==> src/rtl/sdc_pkg.sv <==
// Contract
// - writing 0x95 to write_lock unlocks, any other value relocks
// - output code updates are ignored while configuration is unlocked
// - error_force 0b01 sets error, 0b10 clears it, others do nothing
// - error_force field returns to zero by itself after acting
// - error state is active after power-on until something clears it
// - a valid received frame clears the error state
// - control bit 0 gives a full power-on reset, then clears itself; the code fifo keeps its contents, only rst_i clears it
// - with ack enable set, each valid frame is acknowledged on the line
// - enable bit 3 gates reporting of framing errors
// - enable bit 2 gates reporting of parity errors
// - enable bit 1 gates reporting of an inactive channel
// - enable bit 0 gates reporting of output loop faults
// - error only after threshold plus one consecutive bad frames
// - low band: error output code is low_band_code then zero byte
// - high band: error output code is high_band_code then zero byte
// - delimiter high time accepted between 7/16 and 9/16 of period
// - zero symbol high time accepted between 3/16 and 5/16 of period
// - one symbol high time accepted between 11/16 and 13/16 of period
// - fault and power-up put output in band chosen by a pin
// - each frame is checked for length and parity before acceptance
// - too little channel activity raises an error
package sdc_pkg;

	// register offsets
	localparam logic [7:0] ADDR_LOCK = 8'h00;
	localparam logic [7:0] ADDR_CTL = 8'h01;
	localparam logic [7:0] ADDR_EN = 8'h02;
	localparam logic [7:0] ADDR_THR = 8'h03;
	localparam logic [7:0] ADDR_LOW = 8'h04;
	localparam logic [7:0] ADDR_HIGH = 8'h05;

	// values after reset (RST_CTL is not loaded, reset clears the control fields), and the unlock code
	localparam logic [7:0] RST_LOCK = 8'h00;
	localparam logic [7:0] RST_CTL = 8'h08;
	localparam logic [7:0] RST_EN = 8'h1F;
	localparam logic [7:0] RST_THR = 8'h08;
	localparam logic [7:0] RST_LOW = 8'h24;
	localparam logic [7:0] RST_HIGH = 8'hE8;
	localparam logic [7:0] UNLOCK_CODE = 8'h95;

	// writable bits, reserved bits stored as zero
	localparam logic [7:0] CTL_WMASK = 8'h19;
	localparam logic [7:0] EN_WMASK = 8'h1F;
	localparam logic [7:0] THR_WMASK = 8'h0F;

	// field positions
	localparam int CTL_RST_BIT = 0;
	localparam int FORCE_LSB = 3;
	localparam int EN_ACK_BIT = 4;
	localparam int EN_FRAME_BIT = 3;
	localparam int EN_PARITY_BIT = 2;
	localparam int EN_CHAN_BIT = 1;
	localparam int EN_LOOP_BIT = 0;
	localparam logic [1:0] FORCE_SET = 2'h1;
	localparam logic [1:0] FORCE_CLR = 2'h2;

	// timing
	localparam int CLK_HZ = 125_000_000;
	localparam int CHAN_TIMEOUT_MS = 100;
	localparam int CHAN_TIMEOUT_CYC = CLK_HZ / 1000 * CHAN_TIMEOUT_MS;
	localparam int CNT_W = 20;
	localparam int PRD_W = 24;
	localparam int IDLE_W = 24;

	// duty windows in sixteenths of the symbol period
	localparam logic [23:0] DUTY_D_LO = 24'h7;
	localparam logic [23:0] DUTY_D_HI = 24'h9;
	localparam logic [23:0] DUTY_0_LO = 24'h3;
	localparam logic [23:0] DUTY_0_HI = 24'h5;
	localparam logic [23:0] DUTY_1_LO = 24'hB;
	localparam logic [23:0] DUTY_1_HI = 24'hD;

	// frame: kind bit, 16 payload bits, even parity bit
	localparam int FRAME_BITS = 18;
	localparam int CODE_W = 16;
	localparam int FIFO_DEPTH = 8;

	typedef enum logic [1:0] {
		SDC_SYM_BAD = 2'h0,
		SDC_SYM_ZERO = 2'h1,
		SDC_SYM_ONE = 2'h2,
		SDC_SYM_DELIM = 2'h3
	} sdc_sym_t;

	typedef enum logic [1:0] {
		SDC_ACK_IDLE = 2'h0,
		SDC_ACK_WAIT = 2'h1,
		SDC_ACK_HOLD = 2'h2
	} sdc_ack_t;

	// configuration registers travelling together
	typedef struct packed {
		logic [7:0] lock;
		logic [1:0] force_cmd;
		logic soft_rst;
		logic [7:0] en;
		logic [3:0] thr;
		logic [7:0] low;
		logic [7:0] high;
	} sdc_cfg_t;

endpackage

==> src/rtl/sdc_config_error_regs.sv <==
`timescale 1ns/1ps

// small synchronous fifo, registered output stage
module sdc_fifo #(
	parameter int W = 16,
	parameter int D = 8
) (
	input wire logic clk_i,
	input wire logic rst_i,
	input wire logic in_valid_i,
	input wire logic [W-1:0] in_data_i,
	output logic in_ready_o,
	output logic out_valid_o,
	output logic [W-1:0] out_data_o,
	input wire logic out_ready_i
);
	localparam int AW = (D > 1) ? $clog2(D) : 1;
	localparam int CW = $clog2(D + 1);

	typedef struct packed {
		logic [D-1:0][W-1:0] mem;
		logic [AW-1:0] wp;
		logic [AW-1:0] rp;
		logic [CW-1:0] cnt;
		logic ov;
		logic [W-1:0] od;
	} sdc_fifo_st_t;

	sdc_fifo_st_t s_r, s_nxt;
	logic push, pop;

	assign in_ready_o = (s_r.cnt != CW'(D));
	assign out_valid_o = s_r.ov;
	assign out_data_o = s_r.od;

	// pointer wrap kept explicit so depth need not be a power of two
	always_comb begin
		s_nxt = s_r;
		push = in_valid_i && in_ready_o;
		pop = (s_r.cnt != '0) && (!s_r.ov || out_ready_i);
		if (out_ready_i) begin
			s_nxt.ov = 1'b0;
		end
		if (push) begin
			s_nxt.mem[s_r.wp] = in_data_i;
			s_nxt.wp = (s_r.wp == AW'(D - 1)) ? '0 : s_r.wp + 1'b1;
		end
		if (pop) begin
			s_nxt.od = s_r.mem[s_r.rp];
			s_nxt.ov = 1'b1;
			s_nxt.rp = (s_r.rp == AW'(D - 1)) ? '0 : s_r.rp + 1'b1;
		end
		if (push && !pop) begin
			s_nxt.cnt = s_r.cnt + 1'b1;
		end else if (pop && !push) begin
			s_nxt.cnt = s_r.cnt - 1'b1;
		end
		if (rst_i) begin
			s_nxt = '0;
		end
	end

	always_ff @(posedge clk_i) begin
		s_r <= s_nxt;
	end
endmodule // sdc_fifo

// configuration and error control behind the one-wire serial link
module sdc_config_error_regs #(
	parameter int TIMEOUT_CYC = sdc_pkg::CHAN_TIMEOUT_CYC,
	parameter int FIFO_DEPTH = sdc_pkg::FIFO_DEPTH
) (
	input wire logic clk_i,
	input wire logic rst_i,
	input wire logic one_wire_serial_i,
	input wire logic fault_band_select_i,
	input wire logic loop_fault_i,
	output logic ack_pulse_n_o,
	output logic ack_pulse_n_oe_o,
	output logic fault_flag_n_o,
	output logic fault_flag_n_oe_o,
	output logic [sdc_pkg::CODE_W-1:0] output_code_o,
	output logic error_state_o,
	output logic code_valid_o,
	output logic [sdc_pkg::CODE_W-1:0] code_o,
	input wire logic code_ready_i
);
	localparam int CW = sdc_pkg::CNT_W;
	localparam int PW = sdc_pkg::PRD_W;
	localparam int IW = sdc_pkg::IDLE_W;

	typedef struct packed {
		logic din_m;
		logic din_s;
		logic din_d;
		logic band_m;
		logic band_s;
		logic loopf_m;
		logic loopf_s;
		logic [CW-1:0] hi_cnt;
		logic [CW-1:0] per_cnt;
		logic [CW-1:0] tp;
		logic [IW-1:0] idle_cnt;
		logic in_frame;
		logic [4:0] bit_cnt;
		logic [sdc_pkg::FRAME_BITS-1:0] shift;
		logic [4:0] err_run;
		sdc_pkg::sdc_cfg_t cfg;
		logic [sdc_pkg::CODE_W-1:0] data_code;
		logic err;
		logic [sdc_pkg::CODE_W-1:0] code;
		logic [sdc_pkg::CODE_W-1:0] sent;
		sdc_pkg::sdc_ack_t ack_st;
		logic [CW:0] ack_cnt;
		logic ack_oe;
		logic flag_oe;
	} sdc_st_t;

	sdc_st_t s_r, s_nxt;
	logic fifo_ready;
	logic rise, fall, frame_ok, frame_bad, parity_bad, idle_hit;
	logic unlocked, err_set, err_clr;
	sdc_pkg::sdc_sym_t sym;
	logic [7:0] wr_addr, wr_data;

	// duty check against the period measured on the previous symbol
	function automatic sdc_pkg::sdc_sym_t classify(
		input logic [CW-1:0] th,
		input logic [CW-1:0] tp
	);
		logic [PW-1:0] a;
		logic [PW-1:0] p;
		a = {th, 4'h0};
		p = {4'h0, tp};
		classify = sdc_pkg::SDC_SYM_BAD;
		if (tp == '0) begin
			classify = sdc_pkg::SDC_SYM_BAD;
		end else if (a >= p * sdc_pkg::DUTY_D_LO &&
				a <= p * sdc_pkg::DUTY_D_HI) begin
			classify = sdc_pkg::SDC_SYM_DELIM;
		end else if (a >= p * sdc_pkg::DUTY_0_LO &&
				a <= p * sdc_pkg::DUTY_0_HI) begin
			classify = sdc_pkg::SDC_SYM_ZERO;
		end else if (a >= p * sdc_pkg::DUTY_1_LO &&
				a <= p * sdc_pkg::DUTY_1_HI) begin
			classify = sdc_pkg::SDC_SYM_ONE;
		end
	endfunction

	// saturating increment, shared by the symbol timers
	function automatic logic [CW-1:0] sat_inc(input logic [CW-1:0] v);
		sat_inc = (v == '1) ? v : v + 1'b1;
	endfunction

	sdc_fifo #(
		.W(sdc_pkg::CODE_W),
		.D(FIFO_DEPTH)
	) u_code_fifo (
		.clk_i(clk_i),
		.rst_i(rst_i),
		.in_valid_i(s_r.code != s_r.sent),
		.in_data_i(s_r.code),
		.in_ready_o(fifo_ready),
		.out_valid_o(code_valid_o),
		.out_data_o(code_o),
		.out_ready_i(code_ready_i)
	);

	// pins: values tied to zero, enables low while pulling low
	assign ack_pulse_n_o = 1'b0;
	assign fault_flag_n_o = 1'b0;
	assign ack_pulse_n_oe_o = s_r.ack_oe;
	assign fault_flag_n_oe_o = s_r.flag_oe;
	assign output_code_o = s_r.code;
	assign error_state_o = s_r.err;

	always_comb begin
		s_nxt = s_r;
		frame_ok = 1'b0;
		frame_bad = 1'b0;
		parity_bad = 1'b0;
		err_set = 1'b0;
		err_clr = 1'b0;
		wr_addr = s_r.shift[16:9];
		wr_data = s_r.shift[8:1];
		unlocked = (s_r.cfg.lock == sdc_pkg::UNLOCK_CODE);

		// two-flop synchronisers; only the second stage feeds logic
		s_nxt.din_m = one_wire_serial_i;
		s_nxt.din_s = s_r.din_m;
		s_nxt.din_d = s_r.din_s;
		s_nxt.band_m = fault_band_select_i;
		s_nxt.band_s = s_r.band_m;
		s_nxt.loopf_m = loop_fault_i;
		s_nxt.loopf_s = s_r.loopf_m;
		rise = s_r.din_s && !s_r.din_d;
		fall = !s_r.din_s && s_r.din_d;

		// symbol timers track the master's rate every rising edge
		if (rise) begin
			s_nxt.tp = s_r.per_cnt;
			s_nxt.per_cnt = CW'(1);
			s_nxt.hi_cnt = CW'(1);
		end else begin
			s_nxt.per_cnt = sat_inc(s_r.per_cnt);
			if (s_r.din_s) begin
				s_nxt.hi_cnt = sat_inc(s_r.hi_cnt);
			end
		end

		// channel activity watchdog, one event per quiet spell
		idle_hit = 1'b0;
		if (rise) begin
			s_nxt.idle_cnt = '0;
		end else if (s_r.idle_cnt != IW'(TIMEOUT_CYC)) begin
			s_nxt.idle_cnt = s_r.idle_cnt + 1'b1;
			idle_hit = (s_r.idle_cnt == IW'(TIMEOUT_CYC - 1));
		end

		// frame assembly, judged at each falling edge
		sym = classify(s_r.hi_cnt, s_r.tp);
		if (fall) begin
			case (sym)
			sdc_pkg::SDC_SYM_DELIM: begin
				if (s_r.in_frame &&
						s_r.bit_cnt == 5'(sdc_pkg::FRAME_BITS)) begin
					if (^s_r.shift) begin
						parity_bad = 1'b1;
					end else begin
						frame_ok = 1'b1;
					end
				end else if (s_r.in_frame && s_r.bit_cnt != '0) begin
					frame_bad = 1'b1;
				end
				s_nxt.in_frame = 1'b1;
				s_nxt.bit_cnt = '0;
			end
			sdc_pkg::SDC_SYM_ZERO, sdc_pkg::SDC_SYM_ONE: begin
				if (s_r.in_frame &&
						s_r.bit_cnt != 5'(sdc_pkg::FRAME_BITS)) begin
					s_nxt.shift = {s_r.shift[sdc_pkg::FRAME_BITS-2:0],
						sym == sdc_pkg::SDC_SYM_ONE};
					s_nxt.bit_cnt = s_r.bit_cnt + 1'b1;
				end else if (s_r.in_frame) begin
					frame_bad = 1'b1;
					s_nxt.in_frame = 1'b0;
				end
			end
			default: begin
				frame_bad = s_r.in_frame && s_r.bit_cnt != '0;
				s_nxt.in_frame = 1'b0;
			end
			endcase
		end

		// run of consecutive reported faults against the threshold
		if (frame_ok) begin
			s_nxt.err_run = '0;
		end else if ((frame_bad && s_r.cfg.en[sdc_pkg::EN_FRAME_BIT]) ||
				(parity_bad && s_r.cfg.en[sdc_pkg::EN_PARITY_BIT])) begin
			if (s_r.err_run >= {1'b0, s_r.cfg.thr}) begin
				err_set = 1'b1;
				s_nxt.err_run = '0;
			end else begin
				s_nxt.err_run = s_r.err_run + 1'b1;
			end
		end

		// apply an accepted frame: data code or register write
		if (frame_ok) begin
			err_clr = 1'b1;
			if (!s_r.shift[sdc_pkg::FRAME_BITS-1]) begin
				if (!unlocked) begin
					s_nxt.data_code = s_r.shift[16:1];
				end
			end else if (wr_addr == sdc_pkg::ADDR_LOCK) begin
				s_nxt.cfg.lock = wr_data;
			end else if (unlocked) begin
				// reserved bits masked so stray ones cannot steer logic
				case (wr_addr)
				sdc_pkg::ADDR_CTL: begin
					s_nxt.cfg.force_cmd =
						wr_data[sdc_pkg::FORCE_LSB+1:sdc_pkg::FORCE_LSB];
					s_nxt.cfg.soft_rst = wr_data[sdc_pkg::CTL_RST_BIT];
				end
				sdc_pkg::ADDR_EN: s_nxt.cfg.en = wr_data & sdc_pkg::EN_WMASK;
				sdc_pkg::ADDR_THR: s_nxt.cfg.thr = wr_data[3:0];
				sdc_pkg::ADDR_LOW: s_nxt.cfg.low = wr_data;
				sdc_pkg::ADDR_HIGH: s_nxt.cfg.high = wr_data;
				default: s_nxt.cfg = s_r.cfg;
				endcase
			end
		end

		// software force acts once, then the field empties itself
		if (s_r.cfg.force_cmd == sdc_pkg::FORCE_SET) begin
			err_set = 1'b1;
		end else if (s_r.cfg.force_cmd == sdc_pkg::FORCE_CLR) begin
			err_clr = 1'b1;
		end
		if (s_r.cfg.force_cmd != '0) begin
			s_nxt.cfg.force_cmd = '0;
		end

		// hardware faults, each behind its enable
		if (idle_hit && s_r.cfg.en[sdc_pkg::EN_CHAN_BIT]) begin
			err_set = 1'b1;
		end
		if (s_r.loopf_s && s_r.cfg.en[sdc_pkg::EN_LOOP_BIT]) begin
			err_set = 1'b1;
		end

		// a set in the same cycle as a clear wins
		if (err_set) begin
			s_nxt.err = 1'b1;
		end else if (err_clr) begin
			s_nxt.err = 1'b0;
		end

		// error band replaces the data code while the error stands
		if (s_r.err) begin
			s_nxt.code = s_r.band_s ?
				{s_r.cfg.high, 8'h00} :
				{s_r.cfg.low, 8'h00};
		end else begin
			s_nxt.code = s_r.data_code;
		end
		// converter back-pressure: latest code is offered until taken
		if (s_r.code != s_r.sent && fifo_ready) begin
			s_nxt.sent = s_r.code;
		end

		s_nxt.flag_oe = !s_r.err;

		// acknowledge: wait a quarter period, then hold one and a half
		case (s_r.ack_st)
		sdc_pkg::SDC_ACK_IDLE: begin
			s_nxt.ack_oe = 1'b1;
			if (frame_ok && s_r.cfg.en[sdc_pkg::EN_ACK_BIT]) begin
				s_nxt.ack_st = sdc_pkg::SDC_ACK_WAIT;
				s_nxt.ack_cnt = {3'h0, s_r.tp[CW-1:2]};
			end
		end
		sdc_pkg::SDC_ACK_WAIT: begin
			if (s_r.ack_cnt == '0) begin
				s_nxt.ack_st = sdc_pkg::SDC_ACK_HOLD;
				s_nxt.ack_oe = 1'b0;
				s_nxt.ack_cnt = {1'b0, s_r.tp} + {2'h0, s_r.tp[CW-1:1]};
			end else begin
				s_nxt.ack_cnt = s_r.ack_cnt - 1'b1;
			end
		end
		sdc_pkg::SDC_ACK_HOLD: begin
			if (s_r.ack_cnt == '0) begin
				s_nxt.ack_st = sdc_pkg::SDC_ACK_IDLE;
				s_nxt.ack_oe = 1'b1;
			end else begin
				s_nxt.ack_cnt = s_r.ack_cnt - 1'b1;
			end
		end
		default: begin
			s_nxt.ack_st = sdc_pkg::SDC_ACK_IDLE;
			s_nxt.ack_oe = 1'b1;
		end
		endcase

		// pin reset and the soft reset bit restore the same defaults
		if (rst_i || s_r.cfg.soft_rst) begin
			s_nxt = '0;
			s_nxt.cfg.lock = sdc_pkg::RST_LOCK;
			s_nxt.cfg.en = sdc_pkg::RST_EN;
			s_nxt.cfg.thr = sdc_pkg::RST_THR[3:0];
			s_nxt.cfg.low = sdc_pkg::RST_LOW;
			s_nxt.cfg.high = sdc_pkg::RST_HIGH;
			s_nxt.err = 1'b1;
			s_nxt.ack_oe = 1'b1;
			s_nxt.flag_oe = 1'b1;
			s_nxt.ack_st = sdc_pkg::SDC_ACK_IDLE;
		end
	end

	always_ff @(posedge clk_i) begin
		s_r <= s_nxt;
	end
endmodule // sdc_config_error_regs

==> config.mk <==
export PLATFORM = sky130hd
export DESIGN_NAME = sdc_config_error_regs
export DESIGN_NICKNAME = d
export VERILOG_FILES = /design/src/rtl/sdc_pkg.sv /design/src/rtl/sdc_config_error_regs.sv
export SDC_FILE = /design/constraint.sdc
export NUM_CORES = 1
export LEC_CHECK = 0
export BUFFER_PORTS_ARGS = -buffer_cell sky130_fd_sc_hd__buf_2
export CAP_MARGIN = 20
export CORE_ASPECT_RATIO = 2
export CORE_MARGIN = 10
export CORE_UTILIZATION = 24
export DETAILED_ROUTE_END_ITERATION = 10
export SYNTH_ARGS = -nofsm -noshare
export SYNTH_HDL_FRONTEND = slang
export SYNTH_SLANG_ARGS = --single-unit
==> constraint.sdc <==
create_clock -name clk_i -period 10.1 [get_ports clk_i]
set_clock_uncertainty 0.2 [all_clocks]
set_input_delay 1.515 -clock clk_i [delete_from_list [all_inputs] [get_ports clk_i]]
set_output_delay 1.515 -clock clk_i [all_outputs]
set_load 0.03 [all_outputs]
==> impl_results.md <==
* Status: finished clean
* Average wire per standard cell at 17.5 um
* Max Cap Violations at 0
* Initial antenna violation count at 0
* Root buffer cell: clkbuf_16
* Hold Crit Depth at 1
* Hold Path Origin: s_r[232]
* Critical-path top delay cell: dfxtp_1
* Ports at 44
* Crit path DAT at 8.15 ns
* Effective utilization at floorplan at 24.2%
* CTS Sinks at 385
* Final hold violation count at 0
* I/O Buffers at 41
* All-Layer GR Usage at 12.2%
* Initial DRC count at 859
* Largest net degree at the start of global routing at 94
* Hold crit path type: reg2reg
* Number of flops mapped to enable cells by yosys at 0
* Area Growth Syn to Fin at 11.4%
* CTS tree: yes
* Die width at 256 um
* Final setup fails at 0
* Commonest cells post-synth: dfxtp_1 (385), nor2_1 (363), ha_1 (310)
* Die height at 493 um
* Max Fclk at 126 MHz
* Rel. slew slack at 27.6%
* Async SR Flop Fraction at 0%
* Number of post-CTS setup repair buffers at 0
* Via count at 21700
* Hpwl dp at 61.4 mm
* Post-synthesis sequential area ratio at 28.7%
* Syn. warnings at 0
* R2R cell count at 26
* H-tree depth at 2
* ANT cells at 0
* Most frequent cell after synthesis: dfxtp_1
* Synthesized area per cell at 8.86 um^2
* Worst Tran Pin Value at 1.08 ns
* Launch point of the worst reg-to-reg path: s_r[173]
* Pwr Density at 129 nW/um^2
* Drt first pass iters at 6
* Synthesized area at 26800 um^2
* Worst EP required at 10.33 ns
* Synth area leader: dfxtp_1
* Share of layout cells above drive strength 1 at 7.61%
* CTS clk-pin slew, worst paths at 0.07 ns
* Max Buffers Root-to-Sink at 3
* Die area at 126000 um^2
* Remaining DRCs at 0
* Crit path capture type: register
* Vias per cell at 4.82
* Routed WL at 79.0 mm
* Row count at 173
* Post-synthesis xor/xnor area fraction at 6.74%
* Critical Path Most Common Cell: ha_1
* Number of buffers created by CTS at 39
* # resized after CTS at 0
* Worst setup SP type: register
* Nets@finish at 3380
* Final ANT Viol Nets at 0
* Fin crit share at 78.4%
* Reg2reg setup slack at 2.18 ns
* RSZ-0062 raised after global routing: no
* Post-CTS Hold Buffers at 0
* Total power at 3860 uW
* Yosys cell types at 80
* Vias in the first global route at 22100
* Core ar. at 111000 um^2
* Crit-path max cell delay at 0.98 ns
* First-pass GRT wire length at 123 mm
* Hold EP: s_r[231]
* Syn Inst Count at 3026
* Placer Congestion at 0.926
* Most common flop cell mapped by yosys: dfxtp_1
* Area share of fa/ha/maj cells after synthesis at 19.7%
* Synth area leaders: dfxtp_1 (29%), ha_1 (14%), mux2i_1 (7.0%)
* Period minus WS final at 7.92 ns
* Clock latency on the worst-skew pair at 0.58 ns
* Total negative slack at 0 ns
* Critical path type: reg2reg
* Crit Reg-Reg Endpoint: s_r[65]
* Largest family of logic cells by synthesized area: adder cells
* Layout fillers at 11800
* Top cell type's share of synthesized area at 28.7%
* Peak VDD IR at 143 uV
* Global route total overflow at 0
* Simple-gate area share of the yosys netlist at 16.9%
* Yosys reg bits at 385
* Slew Limit Fails at 0
* Leak Pwr at 0.0132 uW
* Synth Area in Compound Gates at 13.0%
* Mux cell area share after synthesis at 9.70%
* CP max FO at 16
[through the flow]
step	cell area, um^2	std cells	utilization (%)	hold slack [ns]	setup slack (ns)
after floorplan	26800	3027	-	0.206	3.50
after global placement	28500	4440	25.7	0.210	2.33
after detailed placement	28500	4440	25.7	0.215	2.22
after CTS	29900	4511	26.9	0.226	2.21
after global routing	29900	4511	26.9	0.236	1.60
final	29900	4511	26.9	0.227	2.18
[worst max path at each step]
stage | startpoint | slack [ns] | endpoint | cells past startpoint
floorplan | s_r[172] | 3.50 | s_r[19] | 26
global placement | s_r[170] | 2.33 | s_r[61] | 27
detailed placement | s_r[173] | 2.22 | s_r[65] | 26
CTS | s_r[173] | 2.21 | s_r[65] | 26
global route | s_r[173] | 1.60 | s_r[65] | 26
finish | s_r[173] | 2.18 | s_r[65] | 26
[per-layer routing]
layer	share of wire [%]	global-route usage [%]	vias up	wire length, um
met1	32	10.5	10500	25500
met5	0	0	-	0
met4	8.9	9.94	0	7040
met2	56	24.7	452	44400
li1	-	-	10500	-
met3	2.6	1.30	258	2080
[power breakdown]
part           total, uW  internal [uW]  switching, uW
registers           1620           1580           46.0
clock network       1570            896            670
logic                673            253            420
[worst max-delay path, delay by kind of cell (launching register included)]
| kind | cells | cell delay, ns |
|---|---|---|
| AOI/OAI and AO/OA | 11 | 2.06 |
| and+or+nand+nor | 7 | 2.00 |
| xor gates and xnor gates | 1 | 0.09 |
| muxes | 1 | 0.26 |
| DFF | 1 | 0.98 |
| adders and majority gates | 5 | 1.84 |
| buffers and inverters | 1 | 0.27 |
[layout by cell type (no fill, tap or decap), types with 9 or more instances in the layout]
cell and count:
dfxtp_1 384, a21o_1 59, xnor2_1 102, nand2_1 230, nor4_1 16, o221ai_1 13
o211ai_1 9, mux2i_1 188, nor2b_1 16, nor3_1 44, or3_1 24, ha_1 310
and3_1 19, nor3b_1 10, nor4b_1 9, clkbuf_16 39, inv_1 153, buf_2 40
o31ai_1 17, o21bai_1 15, fa_1 70, a211oi_1 45, nand2b_1 19, nor2_1 362
or2_2 9, a21oi_1 202, nand3_1 86, nand4_1 51, and2_1 23, mux4_2 32
clkbuf_8 9, xor2_1 98, buf_4 51, o21ai_0 94, o21a_1 11, a31oi_1 25
nand3b_1 12
[state kept, by name, summed over array words and instances (netlist names)]
signal                   flops
output_code_o               16
u_code_fifo.out_valid_o      1
s_r                        211
u_code_fifo.s_r            138
u_code_fifo.out_data_o      16
error_state_o                1
fault_flag_n_oe_o            1
ack_pulse_n_oe_o             1
[cell families (layout without fill, tap and decap cells)]
| kind of cell | Yosys count | after routing |
|---|---|---|
| multiplexers | 220 | 220 |
| other | 1 | 2 |
| buffers and inverters | 319 | 316 |
| XOR/XNOR | 203 | 203 |
| AO/OA/AOI/OAI | 556 | 556 |
| adder cells (fa/ha/maj) | 380 | 380 |
| AND/OR/NAND/NOR | 962 | 962 |
| flip-flops | 385 | 385 |
[final cells by class]
class	count	area (um^2)	share of cell area (%)
Clock inverter	19	270	0.905
Multi-Input combinational cell	2323	17800	59.4
Inverter	154	578	1.93
Timing Repair Buffer	91	583	1.95
Sequential cell	385	7710	25.8
Tap cell	1487	1860	6.23
Clock buffer	52	1110	3.73
No activity file was read; power rests on OpenSTA's default activity.
